`src/common/iochk_pkg.sv`:
```
// constants, types and helpers for the i/o checking display
// assumes one 50 mhz clock and a synchronous active-high reset
//
// What this block does
// - each four status bits show as one hex digit, 0 to F, eight-weighted msb
// - segment view: digit 1 segments a..e follow forward, reverse, three general inputs
// - segment view: digit 3 segment a follows transistor output circuit closed
// - segment view: digit 4 segment a follows relay common-to-normally-open closed
// - segment view, all terminal inputs and comm commands off: segment g lights on all four digits
// - comm item uses received commands; forward, reverse, reset on digit 2 f, g, dp
// - first check item takes its states from the physical terminals
// - voltage input item shows measured input voltage in volts
// - current input item shows measured input current in milliamperes
// - meter output item shows driven meter output voltage in volts
// - up and down keys step through segment, hex input and hex output views on terminal items
// - power-on enters running mode; program key alone opens the menu
// - hex inputs: forward bit 0, reverse bit 1, general inputs bits 2..4
// - hex outputs: transistor output bit 0, relay normally-open closed bit 8

package iochk_pkg;

   // ------------------------------------------------------------
   // register map, byte addresses
   // ------------------------------------------------------------
   localparam logic [3:0] CTRL_OFS = 4'h0;
   localparam logic [3:0] STATUS_OFS = 4'h4;
   localparam logic [3:0] TERMS_OFS = 4'h8;
   localparam logic [3:0] DIGITS_OFS = 4'hc;
   localparam logic [1:0] SCOPE_RST = 2'h0;
   localparam logic [1:0] FULL_MENU = 2'h2;

   // ------------------------------------------------------------
   // menu, items and views
   // ------------------------------------------------------------
   localparam logic [2:0] MENU_FIRST = 3'h1;
   localparam logic [2:0] IO_MENU = 3'h4;
   localparam logic [2:0] ITEM_TERM = 3'h0;
   localparam logic [2:0] ITEM_COMM = 3'h1;
   localparam logic [2:0] ITEM_VOLT = 3'h2;
   localparam logic [2:0] ITEM_CURR = 3'h3;
   localparam logic [2:0] ITEM_METER = 3'h4;

   typedef enum logic [1:0] {
      ST_RUN = 2'b00,
      ST_MENU = 2'b01,
      ST_LIST = 2'b10,
      ST_DATA = 2'b11
   } mode_t;

   typedef enum logic [1:0] {
      VW_SEG = 2'b00,
      VW_HEX_IN = 2'b01,
      VW_HEX_OUT = 2'b10
   } view_t;

   // ------------------------------------------------------------
   // status word bit positions and segment patterns (dp g f e d c b a)
   // ------------------------------------------------------------
   localparam int BIT_CMD_FORWARD = 13;
   localparam int BIT_CMD_REVERSE = 14;
   localparam int BIT_RST = 15;
   localparam int BIT_RELAY = 8;
   localparam logic [7:0] SEG_BLANK = 8'h00;
   localparam logic [7:0] SEG_DASH = 8'h40;
   localparam logic [7:0] SEG_UNDER = 8'h08;
   localparam logic [7:0] SEG_DP = 8'h80;

   // hex digit as lit on the monitor
   function automatic logic [7:0] hex_seg(input logic [3:0] v);
      case (v)
         4'h0: return 8'h3f;
         4'h1: return 8'h06;
         4'h2: return 8'h5b;
         4'h3: return 8'h4f;
         4'h4: return 8'h66;
         4'h5: return 8'h6d;
         4'h6: return 8'h7d;
         4'h7: return 8'h07;
         4'h8: return 8'h7f;
         4'h9: return 8'h6f;
         4'ha: return 8'h77;
         4'hb: return 8'h7c;
         4'hc: return 8'h39;
         4'hd: return 8'h5e;
         4'he: return 8'h79;
         default: return 8'h71;
      endcase
   endfunction

   // nibble k of a status word
   function automatic logic [3:0] nib(input logic [15:0] w, input logic [1:0] k);
      return w[{k, 2'b00} +: 4];
   endfunction

endpackage

```
`src/common/io_link_if.sv`:
```
// synchronised terminal levels and key press pulses
// assumes both ends run on sys_clk
`timescale 1ns/1ps
`default_nettype none
interface io_link_if;
   logic [4:0] term_in;  // forward, reverse, general one..three
   logic trans_on;       // transistor output circuit closed
   logic relay;          // relay normally-open side closed
   logic key_prg;        // one-cycle press pulses
   logic key_func;
   logic key_up;
   logic key_down;
   modport cond (output term_in, trans_on, relay, key_prg, key_func, key_up, key_down);
   modport core (input term_in, trans_on, relay, key_prg, key_func, key_up, key_down);
endinterface
`default_nettype wire

```
`src/hdl/key_term_sync.sv`:
```
// pin conditioning: two-flop synchronisers for terminals and keys,
// press pulses on the rising edge of each synchronised key
// assumes pins are asynchronous to sys_clk and keys are already debounced
`timescale 1ns/1ps
`default_nettype none
module key_term_sync
   import iochk_pkg::*;
(
   input wire logic sys_clk,
   input wire logic rst,
   input wire logic forward_run_input,
   input wire logic reverse_run_input,
   input wire logic general_input_one,
   input wire logic general_input_two,
   input wire logic general_input_three,
   input wire logic transistor_output,
   input wire logic relay_contact_output,
   input wire logic key_program,
   input wire logic key_function,
   input wire logic key_up,
   input wire logic key_down,
   io_link_if.cond lk
);

   typedef struct packed {
      logic [10:0] s1;
      logic [10:0] s2;
      logic [3:0] kprev;
      logic [3:0] kpulse;
   } sync_st_t;

   sync_st_t s_reg;
   sync_st_t s_next;

   // ------------------------------------------------------------
   // next state
   // ------------------------------------------------------------
   // first stage feeds only the second stage
   always_comb begin
      s_next = s_reg;
      s_next.s1 = {key_down, key_up, key_function, key_program,
                   relay_contact_output, transistor_output, general_input_three,
                   general_input_two, general_input_one, reverse_run_input,
                   forward_run_input};
      s_next.s2 = s_reg.s1;
      s_next.kprev = s_reg.s2[10:7];
      s_next.kpulse = s_reg.s2[10:7] & ~s_reg.kprev;
   end

   // state register
   always_ff @(posedge sys_clk) begin
      if (rst) begin
         s_reg <= '0;
      end else begin
         s_reg <= s_next;
      end
   end

   // outputs straight from flops
   assign lk.term_in = s_reg.s2[4:0];
   assign lk.trans_on = s_reg.s2[5];
   assign lk.relay = s_reg.s2[6];
   assign lk.key_prg = s_reg.kpulse[0];
   assign lk.key_func = s_reg.kpulse[1];
   assign lk.key_up = s_reg.kpulse[2];
   assign lk.key_down = s_reg.kpulse[3];

endmodule
`default_nettype wire

```
`src/hdl/io_check_display.sv`:
```
// i/o checking display core: key-driven menu, item selection and
// four-digit seven-segment rendering, plus a small register port
// assumes comm commands and analog readings come from sys_clk logic,
// readings already scaled to four bcd digits with two decimals
`timescale 1ns/1ps
`default_nettype none
module io_check_display
   import iochk_pkg::*;
(
   input wire logic sys_clk,
   input wire logic rst,
   input wire logic forward_run_input,
   input wire logic reverse_run_input,
   input wire logic general_input_one,
   input wire logic general_input_two,
   input wire logic general_input_three,
   input wire logic transistor_output,
   input wire logic relay_contact_output,
   input wire logic key_program,
   input wire logic key_function,
   input wire logic key_up,
   input wire logic key_down,
   input wire logic [4:0] comm_terminal_inputs,
   input wire logic comm_forward_command,
   input wire logic comm_reverse_command,
   input wire logic comm_reset_command,
   input wire logic [15:0] voltage_reading,
   input wire logic [15:0] current_reading,
   input wire logic [15:0] meter_output_reading,
   input wire logic [3:0] reg_addr,
   input wire logic [31:0] reg_wdata,
   input wire logic reg_wr,
   input wire logic reg_rd,
   output logic [31:0] reg_rdata,
   output logic [31:0] digit_segments
);

   // ------------------------------------------------------------
   // state
   // ------------------------------------------------------------
   typedef struct packed {
      mode_t mode;
      logic [2:0] menu;
      logic [2:0] item;
      view_t view;
      logic [1:0] scope;
      logic [31:0] digits;
      logic [31:0] rdata;
   } core_st_t;

   core_st_t s_reg;
   core_st_t s_next;

   io_link_if lk();

   logic [4:0] term_now;
   logic comm_on;
   logic [15:0] in_w;
   logic [15:0] phys_w;
   logic [15:0] out_w;
   logic [15:0] shown_w;
   logic no_input;
   logic term_item;

   // ------------------------------------------------------------
   // pin conditioning
   // ------------------------------------------------------------
   key_term_sync u_sync (
      .sys_clk(sys_clk),
      .rst(rst),
      .forward_run_input(forward_run_input),
      .reverse_run_input(reverse_run_input),
      .general_input_one(general_input_one),
      .general_input_two(general_input_two),
      .general_input_three(general_input_three),
      .transistor_output(transistor_output),
      .relay_contact_output(relay_contact_output),
      .key_program(key_program),
      .key_function(key_function),
      .key_up(key_up),
      .key_down(key_down),
      .lk(lk)
   );

   // ------------------------------------------------------------
   // status words
   // ------------------------------------------------------------
   // comm item takes received terminal states and adds three commands
   assign comm_on = (s_reg.item == ITEM_COMM);
   assign term_now = comm_on ? comm_terminal_inputs : lk.term_in;
   assign phys_w = {11'h000, lk.term_in};
   assign in_w = {comm_on & comm_reset_command, comm_on & comm_reverse_command,
                  comm_on & comm_forward_command, 8'h00, term_now};
   assign out_w = {7'h00, lk.relay, 7'h00, lk.trans_on};
   assign shown_w = (s_reg.view == VW_HEX_OUT) ? out_w : in_w;
   assign no_input = (term_now == 5'h00) &&
                     !(comm_on && (comm_forward_command || comm_reverse_command ||
                                   comm_reset_command));
   assign term_item = (s_reg.item == ITEM_TERM) || (s_reg.item == ITEM_COMM);

   // sixteen-bit word as four hex digits, leftmost holds the top nibble
   function automatic logic [31:0] hex4(input logic [15:0] w);
      return {hex_seg(nib(w, 2'd3)), hex_seg(nib(w, 2'd2)),
              hex_seg(nib(w, 2'd1)), hex_seg(nib(w, 2'd0))};
   endfunction

   // two-decimal reading: point after the second digit
   function automatic logic [31:0] reading4(input logic [15:0] w);
      return hex4(w) | {8'h00, SEG_DP, 16'h0000};
   endfunction

   // ------------------------------------------------------------
   // next state: register port, key walk, display
   // ------------------------------------------------------------
   always_comb begin
      s_next = s_reg;
      s_next.rdata = 32'h0000_0000;

      // only the scope field is writable; other offsets ignore writes
      if (reg_wr && (reg_addr == CTRL_OFS)) begin
         s_next.scope = reg_wdata[1:0];
      end
      if (reg_rd) begin
         case (reg_addr)
            CTRL_OFS: s_next.rdata = {30'h0000_0000, s_reg.scope};
            STATUS_OFS: s_next.rdata = {22'h00_0000, s_reg.view, s_reg.item,
                                        s_reg.menu, s_reg.mode};
            TERMS_OFS: s_next.rdata = {out_w, phys_w};
            DIGITS_OFS: s_next.rdata = s_reg.digits;
            default: s_next.rdata = 32'h0000_0000;
         endcase
      end

      // key walk; program key steps back one level, except in running mode where it opens the menu
      case (s_reg.mode)
         ST_RUN: begin
            if (lk.key_prg) begin
               s_next.mode = ST_MENU;
               s_next.menu = MENU_FIRST;
            end
         end
         ST_MENU: begin
            if (lk.key_prg) begin
               s_next.mode = ST_RUN;
            end else if (lk.key_up) begin
               s_next.menu = s_reg.menu + 3'h1;
            end else if (lk.key_down) begin
               s_next.menu = s_reg.menu - 3'h1;
            end else if (lk.key_func && (s_reg.menu == IO_MENU) &&
                         (s_reg.scope == FULL_MENU)) begin
               s_next.mode = ST_LIST;
               s_next.item = ITEM_TERM;
            end
         end
         ST_LIST: begin
            if (lk.key_prg) begin
               s_next.mode = ST_MENU;
            end else if (lk.key_up) begin
               s_next.item = (s_reg.item == ITEM_METER) ? ITEM_TERM : s_reg.item + 3'h1;
            end else if (lk.key_down) begin
               s_next.item = (s_reg.item == ITEM_TERM) ? ITEM_METER : s_reg.item - 3'h1;
            end else if (lk.key_func) begin
               s_next.mode = ST_DATA;
               s_next.view = VW_SEG;
            end
         end
         ST_DATA: begin
            if (lk.key_prg) begin
               s_next.mode = ST_LIST;
            end else if (term_item && lk.key_up) begin
               case (s_reg.view)
                  VW_SEG: s_next.view = VW_HEX_IN;
                  VW_HEX_IN: s_next.view = VW_HEX_OUT;
                  default: s_next.view = VW_SEG;
               endcase
            end else if (term_item && lk.key_down) begin
               case (s_reg.view)
                  VW_SEG: s_next.view = VW_HEX_OUT;
                  VW_HEX_OUT: s_next.view = VW_HEX_IN;
                  default: s_next.view = VW_SEG;
               endcase
            end
         end
         default: s_next.mode = ST_RUN;
      endcase

      // display composition from the current state
      case (s_reg.mode)
         ST_MENU: s_next.digits = {SEG_BLANK, SEG_BLANK, hex_seg({1'b0, s_reg.menu}),
                                   SEG_BLANK};
         ST_LIST: s_next.digits = {hex_seg(4'h4), SEG_UNDER, hex_seg(4'h0),
                                   hex_seg({1'b0, s_reg.item})};
         ST_DATA: begin
            case (s_reg.item)
               ITEM_VOLT: s_next.digits = reading4(voltage_reading);
               ITEM_CURR: s_next.digits = reading4(current_reading);
               ITEM_METER: s_next.digits = reading4(meter_output_reading);
               default: begin
                  if (s_reg.view == VW_SEG) begin
                     s_next.digits[7:0] = {3'b000, term_now};
                     s_next.digits[15:8] = {in_w[BIT_RST], in_w[BIT_CMD_REVERSE],
                                            in_w[BIT_CMD_FORWARD], 5'b00000};
                     s_next.digits[23:16] = {7'h00, lk.trans_on};
                     s_next.digits[31:24] = {7'h00, lk.relay};
                     if (no_input) begin
                        s_next.digits = s_next.digits |
                                        {SEG_DASH, SEG_DASH, SEG_DASH, SEG_DASH};
                     end
                  end else begin
                     s_next.digits = hex4(shown_w);
                  end
               end
            endcase
         end
         default: s_next.digits = {SEG_BLANK, SEG_BLANK, SEG_BLANK, SEG_BLANK};
      endcase
   end

   // state register; reset lands in running mode
   always_ff @(posedge sys_clk) begin
      if (rst) begin
         s_reg <= '{mode: ST_RUN, menu: MENU_FIRST, item: ITEM_TERM, view: VW_SEG,
                    scope: SCOPE_RST, digits: 32'h0000_0000,
                    rdata: 32'h0000_0000};
      end else begin
         s_reg <= s_next;
      end
   end

   assign reg_rdata = s_reg.rdata;
   assign digit_segments = s_reg.digits;
endmodule
`default_nettype wire

```
`config.mk`:
```
export PLATFORM = sky130hd
export DESIGN_NAME = io_check_display
export DESIGN_NICKNAME = d
export VERILOG_FILES = /design/src/common/iochk_pkg.sv /design/src/common/io_link_if.sv /design/src/hdl/key_term_sync.sv /design/src/hdl/io_check_display.sv
export SDC_FILE = /design/constraint.sdc
export NUM_CORES = 1
export LEC_CHECK = 0
export ABC_AREA = 1
export BUFFER_PORTS_ARGS = -buffer_cell sky130_fd_sc_hd__buf_2
export CAP_MARGIN = 20
export CORE_MARGIN = 2
export CORE_UTILIZATION = 62
export CTS_BUF_LIST = sky130_fd_sc_hd__clkbuf_4 sky130_fd_sc_hd__clkbuf_8
export DETAILED_ROUTE_END_ITERATION = 7
export PLACE_DENSITY_LB_ADDON = 0.05
export REMOVE_ABC_BUFFERS = 1
export SLEW_MARGIN = 10
export SYNTH_ARGS = -nofsm -noshare
export SYNTH_HDL_FRONTEND = slang
export SYNTH_SLANG_ARGS = --single-unit
```
`constraint.sdc`:
```
create_clock -name sys_clk -period 3.5 [get_ports sys_clk]
set_clock_uncertainty 0.05 [all_clocks]
set_input_delay 0.35 -clock sys_clk [delete_from_list [all_inputs] [get_ports sys_clk]]
set_output_delay 0.35 -clock sys_clk [all_outputs]
set_load 0.05 [all_outputs]
```
==> results_dict.tcl <==
set metrics [dict create \
    status "finished clean" \
    netlist_area_um2 8610 \
    tns_ns 0 \
    grt_max_degree 26 \
    tightestPinTransition_ns 0.9149 \
    switching_share_pct 46.64 \
    die_w_um 121.8 \
    ant_nets 0 \
    crit_family "simple AND/OR/NAND/NOR gates" \
    vias 8160 \
    start_kind "register" \
    routed_wl_mm 21.65 \
    utilization_pct 67.86 \
    dr.pass1.iters 6 \
    pwr-share-comb_pct 45.2 \
    viasPerCell 5.506 \
    pre_cts_slack_ns 0.8881 \
    clock_path_buffers 2 \
    cpMostUsedCell "nor2_1" \
    wire_per_inst_um 14.61 \
    io-pin-count 171 \
    clkPwrFrac_pct 23.9 \
    avgSynthCellArea_um2 7.028 \
    synth_top_area_share_pct 27.21 \
    hpwlAfterDp_mm 16.61 \
    required_ns 3.78 \
    synthArstFlopShare_pct 0 \
    ys_ff_latch 117 \
    yosys.area.top_type "dfxtp_1" \
    fp.dieH_um 121.8 \
    slowest_delay_ns 0.47 \
    h-tree-depth 4 \
    nets 1489 \
    grt_pass1_vias 7188 \
    whs_ns 0.04634 \
    synth_ff_type "dfxtp_1" \
    yosysWarnings 0 \
    post-route-min-period_ns 2.689 \
    drcViolationCount 0 \
    peakVddDrop_mv 0.2941 \
    path_cells "inv_1 > ha_1 > nand2_4 > inv_2 > a21oi_1 > nand2_4 > nor2_1 > inv_2 > nand2_4 > nor2_1 > nor2_1 > nor2_1" \
    synth_cells 1225 \
    initial_core_util_pct 62.75 \
    port-buffer-count 137 \
    gp_congestion 0.9850 \
    min_period_over_period_pct 76.83 \
    synth_edf_count 0 \
    cellInternalPower_mw 2.766 \
    slew_headroom_pct 38.94 \
    grt_pass1_wl_mm 33.90 \
    placed_cells 1450 \
    p_per_area_nw_per_um2 556.8 \
    maxCapViolations 0 \
    drive_gt1_share_pct 17.28 \
    cts-root-buf "clkbuf_8" \
    rsz0062_at_grt "false" \
    setup_viol 0 \
    cts_hold_buffers 0 \
    seq_area_frac_synth_pct 27.21 \
    synthTopCellsByArea "dfxtp_1 27%, ha_1 13%, nand2_1 9.3%" \
    dieArea_um2 14850 \
    max_freq_mhz 371.9 \
    globalRouteOverflowTotal 0 \
    cts.sinks 117 \
    stdcell_area_um2 9310 \
    diodes 0 \
    clk_latency_ns 0.45 \
    path_class "reg2reg" \
    cts_made_buffers 17 \
    cp_num_buf_inv 3 \
    fin_ws_ns 0.8108 \
    end_kind "register" \
    p_total_mw 5.183 \
    switchingPower_mw 2.418 \
    crit_path_top_delay_cell "dfxtp_1" \
    core_um2 13720 \
    cp.arrival_ns 2.97 \
    yosys.cell_types.count 57 \
    critPathMaxFanout 25 \
    cts_tree "yes" \
    p_leak_nw 4.520 \
    grt_usage_pct 28.96 \
    seq_power_share_pct 30.9 \
    antenna_found_initial 0 \
    final-hold-violation-count 0 \
    cts_resized 0 \
    dpl-instance-area_um2 8919 \
    cts_setup_buffers 0 \
    num_rows 43 \
    hold_class "in2reg" \
    drt_iter0_drc 694 \
    clkTransAtPathRegs_ns 0.09 \
    synthToLayoutAreaGrowth_pct 8.138 \
    stdcell_count 1482 \
    drv_slew 0 \
]
-- cells in the mapped netlist, types with 6 or more instances --
| master | number |
|---|---|
| nand4_1 | 15 |
| o22ai_1 | 7 |
| ha_1 | 92 |
| nand3_1 | 100 |
| inv_2 | 6 |
| o211ai_1 | 30 |
| inv_1 | 146 |
| nand2_2 | 7 |
| nor2_1 | 102 |
| nand2_4 | 7 |
| or2_2 | 6 |
| a31oi_1 | 14 |
| nor3_1 | 34 |
| o31ai_1 | 6 |
| buf_4 | 66 |
| o21ai_0 | 71 |
| a21oi_1 | 75 |
| o21ai_1 | 7 |
| nand2_1 | 214 |
| buf_2 | 6 |
| clkbuf_1 | 23 |
| dfxtp_1 | 117 |
| o2111ai_1 | 8 |
| nor2_2 | 6 |
-- kinds of logic after synthesis --
| logic type | synth area share, % |
|---|---|
| compound gates | 17.82 |
| xor+xnor | 0.3052 |
| fa+ha+maj | 13.60 |
| buf+inv | 14.75 |
| flops | 27.21 |
| other cells | 0.04356 |
| simple gates | 26.28 |
-- cell usage in the layout, fill, tap and decap left out, types with 34 or more instances in the layout --
cell type and instances:
nand2_1 214, inv_1 146, buf_2 137, dfxtp_1 117, nor2_1 102, nand3_1 100, ha_1 92, a21oi_1 75
o21ai_0 71, nor3_1 34
-- final timing paths --
kind	startpoint	to	slack [ns]	depth (start not counted)
max	s_reg[69]$_SDFFE_PP0N_	digit_segments[9]$_SDFF_PP0_	0.81	12
min reg2reg	u_sync.s_reg[4]$_SDFF_PP0_	u_sync.lk.key_prg$_SDFF_PP0_	0.34	1
min	key_down	u_sync.s_next[18]$_SDFF_PP0_	0.05	3
max reg2reg	s_reg[69]$_SDFFE_PP0N_	digit_segments[9]$_SDFF_PP0_	0.81	12
-- cell type report --
type,count,area (µm²)
Clock inverter,15,157.7
Inverter,161,615.6
Tap cell,180,225.2
Multi-Input combinational cell,849,5005
Timing Repair Buffer,143,730.7
Sequential cell,117,2342
Fill cell,1287,4409
Clock buffer,17,234.0
-- worst register-to-register path: cells and delay by family, from the launching register on --
family | cells | cell delay (ns)
AOI/OAI and AO/OA | 1 | 0.25
DFF | 1 | 0.47
buffers and inverters | 3 | 0.45
adders and majority gates | 1 | 0.25
and+or+nand+nor | 7 | 1.10
-- power by group through the flow --
stage	Sequential, mW	Clock (mW)	Combinational [mW]
2_1_floorplan	1.81	0	1.47
5_1_grt	1.61	1.30	2.60
4_1_cts	1.60	1.25	2.31
6_report	1.60	1.24	2.34
3_3_place_gp	1.63	0	2.28
3_5_place_dp	1.63	0	2.30
-- layer usage --
metal,wire [µm],track usage [%]
met1,9663,38.66
met2,9839,47.59
met3,1684,4.775
met4,461,9.770
met5,0,0
Power figures use the tool's default switching activity.
